===== src/core/csgo_params.svh =====
// constants for the store, guard and string object entries
`ifndef CSGO_PARAMS_SVH
`define CSGO_PARAMS_SVH

// object indices
`define CSGO_IDX_SYNC 16'h1005
`define CSGO_IDX_NAME 16'h1008
`define CSGO_IDX_HWVER 16'h1009
`define CSGO_IDX_SWVER 16'h100A
`define CSGO_IDX_GUARD 16'h100C
`define CSGO_IDX_LIFE 16'h100D
`define CSGO_IDX_SAVE 16'h1010
`define CSGO_IDX_RESTORE 16'h1011

// field positions and reset values
`define CSGO_SYNC_GEN_BIT 30
`define CSGO_SYNC_RESET 32'h0000_0080
`define CSGO_GUARD_RESET 16'h0000
`define CSGO_LIFE_RESET 8'h00
`define CSGO_HIGHEST_SUB 32'h0000_0005
`define CSGO_LAST_GROUP_SUB 8'h04
`define CSGO_RESERVED_SUB 8'h05
`define CSGO_COMM_GROUP_SUB 8'h02

// strings, arbitrary values
`define CSGO_NAME_STR 32'h3156_5244
`define CSGO_HWVER_STR 32'h3031_5748
`define CSGO_SWVER_STR 32'h3031_5753

// signatures and capability words
`define CSGO_SIG_SAVE 32'h6576_6173
`define CSGO_SIG_LOAD 32'h6461_6F6C
`define CSGO_SAVE_CAP 32'h0000_0001
`define CSGO_RESTORE_CAP 32'h0000_0001

// abort codes
`define CSGO_AB_STORE_FAIL 32'h0606_0000
`define CSGO_AB_BAD_SIG 32'h0800_0020
`define CSGO_AB_STATE 32'h0800_0022
`define CSGO_AB_READ_ONLY 32'h0601_0002
`define CSGO_AB_NO_SUB 32'h0609_0011
`define CSGO_AB_NO_OBJ 32'h0602_0000

// timing
`define CSGO_CLK_MHZ 200
`define CSGO_MS_US 1000
`define CSGO_MS_CYCLES (`CSGO_CLK_MHZ * `CSGO_MS_US)
`define CSGO_SYNC_PERIOD_US 1000
`define CSGO_SYNC_CYCLES (`CSGO_CLK_MHZ * `CSGO_SYNC_PERIOD_US)

`endif


===== src/core/csgo_pkg.sv =====
// types shared by the store, guard and string object block
package csgo_pkg;

    typedef struct packed {
        logic write;
        logic [15:0] index;
        logic [7:0] sub;
        logic [31:0] data;
    } csgo_req_t;

    typedef struct packed {
        logic abort;
        logic [31:0] data;
    } csgo_rsp_t;

    typedef enum logic [0:0] {
        CSGO_IDLE = 1'b0,
        CSGO_SAVING = 1'b1
    } csgo_state_t;

endpackage


===== src/core/csgo_store_guard.sv =====
// object entries for sync, guarding, strings, save and restore
`timescale 1ns/100ps
`default_nettype none
`include "csgo_params.svh"

module csgo_store_guard
    import csgo_pkg::*;
#(
    parameter int unsigned MS_CYCLES = `CSGO_MS_CYCLES,
    parameter int unsigned SYNC_CYCLES = `CSGO_SYNC_CYCLES
) (
    // clock and reset
    input wire logic clk,
    input wire logic reset,
    // object access from the sdo server
    input wire logic reqValid,
    input wire csgo_req_t req,
    output csgo_rsp_t rsp,
    output logic rspValid,
    // non-volatile store handshake
    output logic storeReq,
    output logic [7:0] storeGroup,
    input wire logic storeDone,
    input wire logic storeFail,
    // restore of defaults
    input wire logic nmtResetNode,
    input wire logic nmtResetComm,
    output logic restorePending,
    output logic restoreApply,
    output logic [7:0] restoreGroup,
    // drive state and warning
    input wire logic driveOpEnabled,
    input wire logic driveQuickStop,
    output logic warnPulse,
    output logic warnSaveRefused,
    // heartbeat and guarding
    input wire logic [15:0] heartbeatTime,
    input wire logic guardRequest,
    output logic guardActive,
    output logic lifeExpired,
    // sync production
    output logic syncProducer,
    output logic syncPulse,
    output logic [10:0] syncCobId
);

    // ------------------------------------------------------------
    // entry storage
    // ------------------------------------------------------------
    logic [31:0] syncId;
    logic [15:0] guardTime;
    logic [7:0] lifeFactor;
    csgo_state_t state;
    logic [7:0] pendGroup;

    // ------------------------------------------------------------
    // request decode
    // ------------------------------------------------------------
    wire logic isSync = req.index == `CSGO_IDX_SYNC;
    wire logic isName = req.index == `CSGO_IDX_NAME;
    wire logic isHw = req.index == `CSGO_IDX_HWVER;
    wire logic isSw = req.index == `CSGO_IDX_SWVER;
    wire logic isGuard = req.index == `CSGO_IDX_GUARD;
    wire logic isLife = req.index == `CSGO_IDX_LIFE;
    wire logic isSave = req.index == `CSGO_IDX_SAVE;
    wire logic isRest = req.index == `CSGO_IDX_RESTORE;
    wire logic isVar = isSync | isName | isHw | isSw | isGuard | isLife;
    wire logic isArr = isSave | isRest;
    wire logic subZero = req.sub == 8'h00;
    // group sub-indices 1..4 act; 5 and up never start anything
    wire logic subGroup = !subZero && req.sub <= `CSGO_LAST_GROUP_SUB;
    wire logic subKnown = req.sub <= `CSGO_RESERVED_SUB;
    wire logic isString = isName | isHw | isSw;
    // data arrives already packed little endian, all 32 bits compared
    wire logic saveSigOk = req.data == `CSGO_SIG_SAVE;
    wire logic loadSigOk = req.data == `CSGO_SIG_LOAD;
    wire logic driveBusy = driveOpEnabled | driveQuickStop;
    wire logic take = reqValid && state == CSGO_IDLE;
    wire logic wr = take && req.write;

    // a save is launched only on a correct signature in a group sub
    wire logic saveGo = wr && isSave && subGroup && saveSigOk && !driveBusy;
    wire logic saveRefuse = wr && isSave && subGroup && saveSigOk && driveBusy;
    wire logic loadGo = wr && isRest && subGroup && loadSigOk;

    // ------------------------------------------------------------
    // immediate answer selection
    // ------------------------------------------------------------
    logic [31:0] readData;
    logic [31:0] abortCode;
    logic doAbort;

    always_comb begin
        readData = 32'h0000_0000;
        if (isSync) begin
            readData = syncId;
        end else if (isName) begin
            readData = `CSGO_NAME_STR;
        end else if (isHw) begin
            readData = `CSGO_HWVER_STR;
        end else if (isSw) begin
            readData = `CSGO_SWVER_STR;
        end else if (isGuard) begin
            readData = {16'h0000, guardTime};
        end else if (isLife) begin
            readData = {24'h00_0000, lifeFactor};
        end else if (isArr && subZero) begin
            readData = `CSGO_HIGHEST_SUB;
        end else if (isSave && subGroup) begin
            readData = `CSGO_SAVE_CAP;
        end else if (isRest && subGroup) begin
            readData = `CSGO_RESTORE_CAP;
        end
    end

    always_comb begin
        doAbort = 1'b0;
        abortCode = 32'h0000_0000;
        if (!isVar && !isArr) begin
            doAbort = 1'b1;
            abortCode = `CSGO_AB_NO_OBJ;
        end else if (isVar && !subZero) begin
            doAbort = 1'b1;
            abortCode = `CSGO_AB_NO_SUB;
        end else if (isArr && !subKnown) begin
            doAbort = 1'b1;
            abortCode = `CSGO_AB_NO_SUB;
        end else if (req.write && (isString || (isArr && subZero))) begin
            doAbort = 1'b1;
            abortCode = `CSGO_AB_READ_ONLY;
        end else if (req.write && saveRefuse) begin
            doAbort = 1'b1;
            abortCode = `CSGO_AB_STATE;
        end else if (req.write && isSave && !(subGroup && saveSigOk)) begin
            doAbort = 1'b1;
            abortCode = `CSGO_AB_BAD_SIG;
        end else if (req.write && isRest && !(subGroup && loadSigOk)) begin
            doAbort = 1'b1;
            abortCode = `CSGO_AB_BAD_SIG;
        end
    end

    // ------------------------------------------------------------
    // answer and save sequencer
    // ------------------------------------------------------------
    wire logic saveEnd = state == CSGO_SAVING && (storeDone || storeFail);
    csgo_state_t next_state;

    always_comb begin
        next_state = state;
        case (state)
            CSGO_IDLE: begin
                if (saveGo) begin
                    next_state = CSGO_SAVING;
                end
            end
            CSGO_SAVING: begin
                if (saveEnd) begin
                    next_state = CSGO_IDLE;
                end
            end
            default: begin
                next_state = CSGO_IDLE;
            end
        endcase
    end

    // saves answer only when the store finishes; all else next cycle
    wire logic quickAns = take && !saveGo;
    csgo_rsp_t next_rsp;

    always_comb begin
        next_rsp = '0;
        if (saveEnd) begin
            next_rsp.abort = storeFail;
            next_rsp.data = storeFail ? `CSGO_AB_STORE_FAIL : 32'h0000_0000;
        end else if (quickAns) begin
            next_rsp.abort = doAbort;
            next_rsp.data = doAbort ? abortCode : (req.write ? 32'h0000_0000 : readData);
        end
    end

    always_ff @(posedge clk) begin
        if (reset) begin
            state <= CSGO_IDLE;
            rsp <= '0;
            rspValid <= 1'b0;
        end else begin
            state <= next_state;
            rsp <= next_rsp;
            rspValid <= saveEnd | quickAns;
        end
    end

    // held request towards the store until it reports back
    always_ff @(posedge clk) begin
        if (reset) begin
            storeReq <= 1'b0;
            storeGroup <= 8'h00;
        end else if (saveGo) begin
            storeReq <= 1'b1;
            storeGroup <= req.sub;
        end else if (saveEnd) begin
            storeReq <= 1'b0;
        end
    end

    // warning is sticky until reset; the drive clears it by a reset
    always_ff @(posedge clk) begin
        if (reset) begin
            warnPulse <= 1'b0;
            warnSaveRefused <= 1'b0;
        end else begin
            warnPulse <= saveRefuse;
            warnSaveRefused <= warnSaveRefused | saveRefuse;
        end
    end

    // ------------------------------------------------------------
    // writable entries
    // ------------------------------------------------------------
    wire logic wrOk = wr && !doAbort;

    always_ff @(posedge clk) begin
        if (reset) begin
            syncId <= `CSGO_SYNC_RESET;
            guardTime <= `CSGO_GUARD_RESET;
            lifeFactor <= `CSGO_LIFE_RESET;
        end else if (wrOk) begin
            if (isSync) begin
                syncId <= req.data;
            end
            if (isGuard) begin
                guardTime <= req.data[15:0];
            end
            if (isLife) begin
                lifeFactor <= req.data[7:0];
            end
        end
    end

    // ------------------------------------------------------------
    // restore: recorded now, applied at the next matching reset
    // ------------------------------------------------------------
    wire logic applyNode = nmtResetNode && restorePending;
    wire logic applyComm = nmtResetComm && restorePending &&
        pendGroup == `CSGO_COMM_GROUP_SUB;

    always_ff @(posedge clk) begin
        if (reset) begin
            restorePending <= 1'b0;
            pendGroup <= 8'h00;
            restoreApply <= 1'b0;
            restoreGroup <= 8'h00;
        end else begin
            restoreApply <= applyNode | applyComm;
            if (applyNode | applyComm) begin
                restoreGroup <= pendGroup;
            end
            // a new signature in the same cycle keeps the restore pending; the apply still fires for the old group
            if (loadGo) begin
                restorePending <= 1'b1;
                pendGroup <= req.sub;
            end else if (applyNode | applyComm) begin
                restorePending <= 1'b0;
            end
        end
    end

    // ------------------------------------------------------------
    // node guarding life timer
    // ------------------------------------------------------------
    logic [31:0] msCnt;
    logic [23:0] lifeMs;
    wire logic [23:0] lifeTime = guardTime * lifeFactor;
    wire logic guardOn = guardTime != 16'h0000 && lifeFactor != 8'h00 &&
        heartbeatTime == 16'h0000;
    wire logic msTick = msCnt == MS_CYCLES - 1;
    wire logic lifeOut = guardOn && msTick && lifeMs == lifeTime - 24'h00_0001;

    // no emergency output exists, so the heartbeat conflict stays silent
    always_ff @(posedge clk) begin
        if (reset || !guardOn || guardRequest || msTick) begin
            msCnt <= 32'h0000_0000;
        end else begin
            msCnt <= msCnt + 32'h0000_0001;
        end
    end

    always_ff @(posedge clk) begin
        if (reset || !guardOn || guardRequest || lifeOut) begin
            lifeMs <= 24'h00_0000;
        end else if (msTick) begin
            lifeMs <= lifeMs + 24'h00_0001;
        end
    end

    always_ff @(posedge clk) begin
        if (reset) begin
            guardActive <= 1'b0;
            lifeExpired <= 1'b0;
        end else begin
            guardActive <= guardOn;
            lifeExpired <= lifeOut && !guardRequest;
        end
    end

    // ------------------------------------------------------------
    // sync producer
    // ------------------------------------------------------------
    logic [31:0] syncCnt;
    wire logic syncOn = syncId[`CSGO_SYNC_GEN_BIT];
    wire logic syncDue = syncCnt == SYNC_CYCLES - 1;

    always_ff @(posedge clk) begin
        if (reset || !syncOn || syncDue) begin
            syncCnt <= 32'h0000_0000;
        end else begin
            syncCnt <= syncCnt + 32'h0000_0001;
        end
    end

    always_ff @(posedge clk) begin
        if (reset) begin
            syncProducer <= 1'b0;
            syncPulse <= 1'b0;
            syncCobId <= 11'h080;
        end else begin
            syncProducer <= syncOn;
            syncPulse <= syncOn && syncDue;
            syncCobId <= syncId[10:0];
        end
    end

endmodule
`default_nettype wire


===== config.mk =====
export PLATFORM = sky130hd
export DESIGN_NAME = csgo_store_guard
export DESIGN_NICKNAME = d
export VERILOG_FILES = /design/src/core/csgo_pkg.sv /design/src/core/csgo_store_guard.sv
export VERILOG_INCLUDE_DIRS = /design/src /design/src/core
export SDC_FILE = /design/constraint.sdc
export NUM_CORES = 1
export LEC_CHECK = 0
export BUFFER_PORTS_ARGS = -buffer_cell sky130_fd_sc_hd__buf_4
export CORE_AREA = 2 2 157 159
export DETAILED_ROUTE_END_ITERATION = 8
export DIE_AREA = 0 0 159 161
export MAX_ROUTING_LAYER = met4
export PLACE_DENSITY = 0.8
export SLEW_MARGIN = 20
export SYNTH_ARGS = -nofsm -noshare
export SYNTH_HDL_FRONTEND = slang
export SYNTH_SLANG_ARGS = --single-unit

===== constraint.sdc =====
create_clock -name clk -period 7.6 [get_ports clk]
set_input_delay 1.52 -clock clk [delete_from_list [all_inputs] [get_ports clk]]
set_output_delay 1.52 -clock clk [all_outputs]
set_load 0.02 [all_outputs]

==> results of run 1 <==
[worst max-delay path by stage]
stage	startpoint	end	slack, ns	depth (start not counted)
3_3_place_gp	lifeFactor[5]	lifeExpired	1.64	16
2_1_floorplan	lifeFactor[2]	lifeMs[10]	1.94	20
6_report	lifeFactor[5]	lifeExpired	1.39	16
5_1_grt	lifeFactor[4]	lifeExpired	1.13	16
4_1_cts	lifeFactor[5]	lifeExpired	1.47	16
3_5_place_dp	lifeFactor[5]	lifeExpired	1.49	16
[cell type report]
| class | count | area (µm²) | area share (%) |
|---|---|---|---|
| clock buffers | 33 | 664 | 4.12 |
| clock inverters | 11 | 148 | 0.915 |
| inverters | 82 | 308 | 1.91 |
| multi-input cells | 1267 | 8980 | 55.6 |
| flip-flops and latches | 223 | 4460 | 27.7 |
| well taps | 324 | 405 | 2.51 |
| repair buffers | 156 | 1170 | 7.25 |
[cells by family (layout without fill, tap and decap cells)]
group                    after synthesis  count (layout)  share of synthesized area [%]
XOR/XNOR                             107             107                           6.62
adder cells (fa/ha/maj)              147             147                           17.7
flip-flops                           223             223                           31.5
buffers and inverters                175             282                           5.14
AO/OA/AOI/OAI                        212             212                           10.3
multiplexers                          42              42                           3.00
AND/OR/NAND/NOR                      759             759                           25.7
[Yosys cell counts (all sizes together), types with 9 or more instances]
cell type	number
nand2b	13
and3	15
and2	30
nor3	44
o21ai	32
nor4	30
mux2i	41
clkbuf	69
nor2	180
xnor2	44
xor2	63
fa	89
or3	15
nor4b	9
dfxtp	223
nand3	44
ha	58
inv	82
nand4	29
buf	24
nor2b	21
nand2	284
o21a	12
a21oi	79
[state kept, by name (all words and copies together) (netlist names)]
register and count:
lifeFactor 8, restorePending 1, msCnt 32, restoreGroup 8, pendGroup 8, lifeExpired 1, guardActive 1, warnPulse 1
storeGroup 8, rsp 33, syncCobId 11, restoreApply 1, storeReq 1, guardTime 16, syncCnt 32, rspValid 1
syncProducer 1, syncId 32, warnSaveRefused 1, lifeMs 24, state 1, syncPulse 1
[metal layers]
metal  track usage (%)  wire length, µm
met2              47.1            17400
met1              36.5            15200
met3              4.11             2490
met5                 -                0
met4              11.7             1540
[critical path, stage by stage, from the launching register on]
cell       delay, ns
dfxtp_1         0.79
nand2_1         0.21
fa_1            0.61
fa_1            0.44
fa_1            0.52
fa_1            0.54
inv_1           0.04
ha_1            0.48
nand2_1         0.11
o21bai_1        0.20
a211oi_1        0.46
o2111ai_1       0.21
mux2i_1         0.16
or4_4           0.56
a2111oi_4       0.28
buf_4           0.33
nor3b_2         0.21
[where the power goes]
group / internal, µW / switching, µW / total [µW]
clock: 716 / 484 / 1200
combinational: 37.6 / 40.7 / 78.3
sequential: 1170 / 0.353 / 1170
[through the flow]
| step | total power, µW | cells | util [%] | hold WS (ns) | setup slack [ns] |
|---|---|---|---|---|---|
| after CTS | 2460 | 2096 | 67.4 | 0.453 | 1.47 |
| after floorplan | 1220 | 1665 | - | 0.418 | 1.94 |
| after global placement | 1270 | 2052 | 64.0 | 0.434 | 1.64 |
| after global routing | 2520 | 2096 | 67.4 | 0.474 | 1.13 |
| final | 2450 | 2096 | 67.4 | 0.450 | 1.39 |
| after detailed placement | 1270 | 2052 | 64.0 | 0.445 | 1.49 |
==> summary.md, run 1 <==
| Metric | Value |
|---|---|
| Residual DRC count | 0 |
| Reg-to-reg slack, setup | 1.39 ns |
| DR vias | 12,200 |
| Final TNS setup | 0 ns |
| WL per Instance | 17.5 µm |
| Hold_sp | syncId[11] |
| Slew Limit Fails | 0 |
| Reg2reg path depth | 16 |
| WL final | 36,600 µm |
| Main synth FF type | dfxtp_1 |
| Count of state elements after synthesis | 223 |
| Finish-stage setup viols | 0 |
| GP Congestion | 0.968 |
| GRT overflow | 0 |
| CTS Buffer Depth | 3 |
| Post-synth EDFFs | 0 |
| Netlist area before placement | 14,200 µm² |
| Most frequent cells in the layout | nand2_1, dfxtp_1, nor2_1 |
| I/O Buffers | 152 |
| Top cell type by total area after synthesis | dfxtp_1 |
| Worst Setup End Kind | register |
| Worst flop-to-flop path startpoint | lifeFactor[5] |
| FMAX | 0.161 GHz |
| Clock Skews | 0.0176 ns |
| Final Cell Area | 16,100 µm² |
| Area Growth Syn to Fin | 14.0% |
| Iter 0 DRT Violations | 901 |
| Async SR Flop Fraction | 0% |
| Final-report hold violation count | 0 |
| CP required | 8.06 ns |
| Tcrit/Tclk final | 81.8% |
| Initial Util | 59.1% |
| Critical path type | register to register |
| Register area share after synthesis | 31.5% |
| # resized after CTS | 0 |
| Area share of the largest cell type after synthesis | 31.5% |
| Startpoint Class | register |
| Chip Width | 159 µm |
| Global Route Usage Sum | 28.9% |
| Row Count | 57 |
| Synth area leaders | dfxtp_1, fa_1, nand2_1 |
| Distinct cell type count after synthesis | 90 |
| Maximum VDD drop | 178 µV |
| Core area | 24,000 µm² |
| Nets@finish | 1,984 |
| Worst-margin pin slew | 1.14 ns |
| DIE HEIGHT | 161 µm |
| Largest net degree at the start of global routing | 55 |
| Power per cell area | 152 nW/µm² |
| P_leak | 0.00618 µW |
| Hold worst-path end | syncId[11] |
| First-pass GRT wire length | 59,400 µm |
| # hold bufs at CTS | 0 |
| CP Max Fanout | 25 |
| Reg2reg end | lifeExpired |
| Number of global-route vias before repair | 11,900 |
| ANT nets after route | 0 |
| IO Pins | 153 |
| Post-DP HPWL | 27,200 µm |
| # fillers | 1,964 |
| Worst Hold Depth | 2 |
| YS warnings | 0 |
| Clock Sinks | 223 |
| Via/cell ratio | 5.80 |
| Num CTS Buffers | 24 |
| CP arrival | 6.68 ns |
| Syn Area/Cell | 8.51 µm² |
| RSZ-0062 raised after global routing | false |
| Mapped Nets | 1,895 |
| Hold Crit Class | register to register |
| Initial antenna violation count | 0 |
| Max_slew headroom | 23.7% |
| Cell count after synthesis | 1,665 |
| Max-Cap Viols | 0 |
| Layout cells sized above 1 | 13.0% |
| Worst-path clk slew | 0.06 ns |
| Drt first pass iters | 6 |
| Die area | 25,600 µm² |
| Dpl cell area | 15,300 µm² |
| Setup Fix Bufs, Post-CTS | 0 |
| Outcome | finished, final reports clean |
| H-tree levels | 1 |
| Antenna Cells | 0 |
| Most common cell after layout, fill and taps aside | nand2_1 |
| CTS tree | yes |
| Clock Latency Late Sink | 0.54 ns |
| Crit path time final | 6.21 ns |
| Root buf cell | clkbuf_16 |
Note: power is estimated with default switching activity, not from simulation.
==> run 2: changes to the inputs <==
==> constraint.sdc (replaced) <==
create_clock -name clk -period 6.04 [get_ports clk]
set_input_delay 1.208 -clock clk [delete_from_list [all_inputs] [get_ports clk]]
set_output_delay 1.208 -clock clk [all_outputs]
set_load 0.02 [all_outputs]
==> summary.md, run 2 (synthesis gave the netlist of run 1 again) <==
| Metric | Value |
|---|---|
| Finish-stage setup viols | 0 |
| Int Pwr | 2550 µW |
| Overall power | 3220 µW |
| Sw Ratio | 20.8% |
| ANT nets after route | 0 |
| Clock Sinks | 223 |
| Tcrit/Tclk final | 95.8% |
| Layout cells sized above 1 | 14.1% |
| CP required | 6.41 ns |
| Hold_sp | warnSaveRefused |
| DIE HEIGHT | 161 µm |
| CTS Buffer Depth | 3 |
| Num CTS Buffers | 24 |
| Reg2reg path depth | 17 |
| Hold worst-path end | warnSaveRefused |
| Post-DP HPWL | 27,200 µm |
| Clock Latency Late Sink | 0.55 ns |
| Top reg by flops | rsp |
| Root buf cell | clkbuf_16 |
| Outcome | finished, final reports clean |
| Core area | 24,000 µm² |
| Area Growth Syn to Fin | 15.7% |
| Most frequent CP cell | fa_1 |
| Via/cell ratio | 5.79 |
| Worst Setup End Kind | register |
| Iter 0 DRT Violations | 807 |
| Die area | 25,600 µm² |
| CTS tree | yes |
| Final-report hold violation count | 0 |
| Worst flop-to-flop path startpoint | lifeFactor[1] |
| CP max stage delay | 0.57 ns |
| Most frequent cells in the layout | nand2_1, dfxtp_1, nor2_1 |
| H-tree levels | 1 |
| Maximum VDD drop | 255 µV |
| Slowest library cell on the worst path | or4_4 |
| Hold Crit Class | register to register |
| RSZ-0062 raised after global routing | false |
| Max-Cap Viols | 0 |
| WL per Instance | 17.2 µm |
| Sequential share of power | 45.7% |
| FMAX | 0.173 GHz |
| Reg2reg end | lifeMs[20] |
| Number of global-route vias before repair | 12,200 |
| Row Count | 57 |
| IO Pins | 153 |
| Initial antenna violation count | 0 |
| Power per cell area | 196 nW/µm² |
| Global Route Usage Sum | 29.0% |
| WL final | 36,400 µm |
| I/O Buffers | 152 |
| Worst-margin pin slew | 1.06 ns |
| Worst Hold Depth | 2 |
| Slew Limit Fails | 0 |
| CP Max Fanout | 25 |
| Drt first pass iters | 6 |
| CP Cell Sequence | buf_4, nand2_1, fa_1, fa_1, fa_1, fa_1, inv_1, ha_1, o21a_1, o21bai_1, a211oi_1, o2111ai_1, mux2i_1, or4_4, a2111oi_4, buf_12, nor3_1 |
| Final TNS setup | 0 ns |
| Nets@finish | 2,003 |
| GRT overflow | 0 |
| Comb pwr share | 3.0% |
| Max_slew headroom | 29.4% |
| CP arrival | 6.15 ns |
| Clock Skews | 0.0313 ns |
| GP Congestion | 0.910 |
| Number of flip-flops under the largest register name | 33 |
| Residual DRC count | 0 |
| Psw | 670 µW |
| First-pass GRT wire length | 59,900 µm |
| Worst-path clk slew | 0.06 ns |
| Initial Util | 59.1% |
| Most common cell after layout, fill and taps aside | nand2_1 |
| Chip Width | 159 µm |
| DR vias | 12,200 |
| Startpoint Class | register |
| Clk network pwr share | 51.2% |
| Critical path type | register to register |
| Largest net degree at the start of global routing | 61 |
| # fillers | 1,953 |
| Crit path time final | 5.79 ns |
| Reg-to-reg slack, setup | 0.25 ns |
| Setup Fix Bufs, Post-CTS | 0 |
| P_leak | 0.00632 µW |
| Antenna Cells | 0 |
==> run 2: how the worst max path moves through the flow <==
stage	depth (start not counted)	slack [ns]	end	from
final	17	0.25	lifeMs[20]	lifeFactor[1]
after global routing	17	0.02	lifeMs[16]	lifeFactor[1]
after CTS	16	0.08	lifeMs[20]	lifeFactor[5]
after detailed placement	17	0.14	lifeExpired	lifeFactor[0]
after global placement	17	0.26	lifeExpired	lifeFactor[0]
after floorplan	20	0.38	lifeMs[10]	lifeFactor[2]
==> run 2: layer usage <==
layer / share of wire (%) / track usage [%] / vias to the layer above
li1: - / - / 5854
met3: 6.2 / 3.85 / 82
met2: 48 / 48.3 / 469
met5: 0 / - / -
met4: 3.3 / 9.67 / 0
met1: 42 / 36.8 / 5841
==> run 2: power groups by stage <==
stage	Combinational [µW]	Sequential (µW)	Clock [µW]
2_1_floorplan	30.5	1510	0
3_3_place_gp	95.4	1510	0
3_5_place_dp	96.9	1510	0
4_1_cts	97.0	1470	1660
5_1_grt	105	1470	1740
6_report	98.0	1470	1650
==> run 2: stage by stage <==
stage,hold slack (ns),cells,setup WS [ns],util (%),instance area [µm²]
2_1_floorplan,0.418,1665,0.381,-,14200
3_5_place_dp,0.443,2071,0.142,64.6,15500
3_3_place_gp,0.433,2071,0.265,64.6,15500
6_report,0.453,2114,0.251,68.4,16400
5_1_grt,0.479,2114,0.0194,68.4,16400
4_1_cts,0.455,2114,0.0819,68.4,16400
==> run 2: final cells by class <==
class | instances | area [µm²] | share of cell area, %
repair buffers | 175 | 1330 | 8.09
multi-input cells | 1267 | 8990 | 54.8
flip-flops and latches | 223 | 4470 | 27.3
clock buffers | 33 | 664 | 4.05
well taps | 324 | 405 | 2.47
inverters | 82 | 308 | 1.88
clock inverters | 10 | 229 | 1.40
==> run 2: what timing repair did <==
item | 4_1_cts | 5_1_grt
hold buffers | 0 | 0
gates resized for setup | 0 | 6
setup endpoints to repair | 0 | 25
==> run 2: critical path, delay by kind of cell, from the launching register on <==
| kind | cells | cell delay [ns] |
|---|---|---|
| buffers and inverters | 3 | 0.51 |
| adder cells (fa/ha/maj) | 5 | 2.49 |
| AND/OR/NAND/NOR | 3 | 0.73 |
| multiplexers | 1 | 0.16 |
| AO/OA/AOI/OAI | 5 | 1.21 |
| flip-flops | 1 | 0.52 |
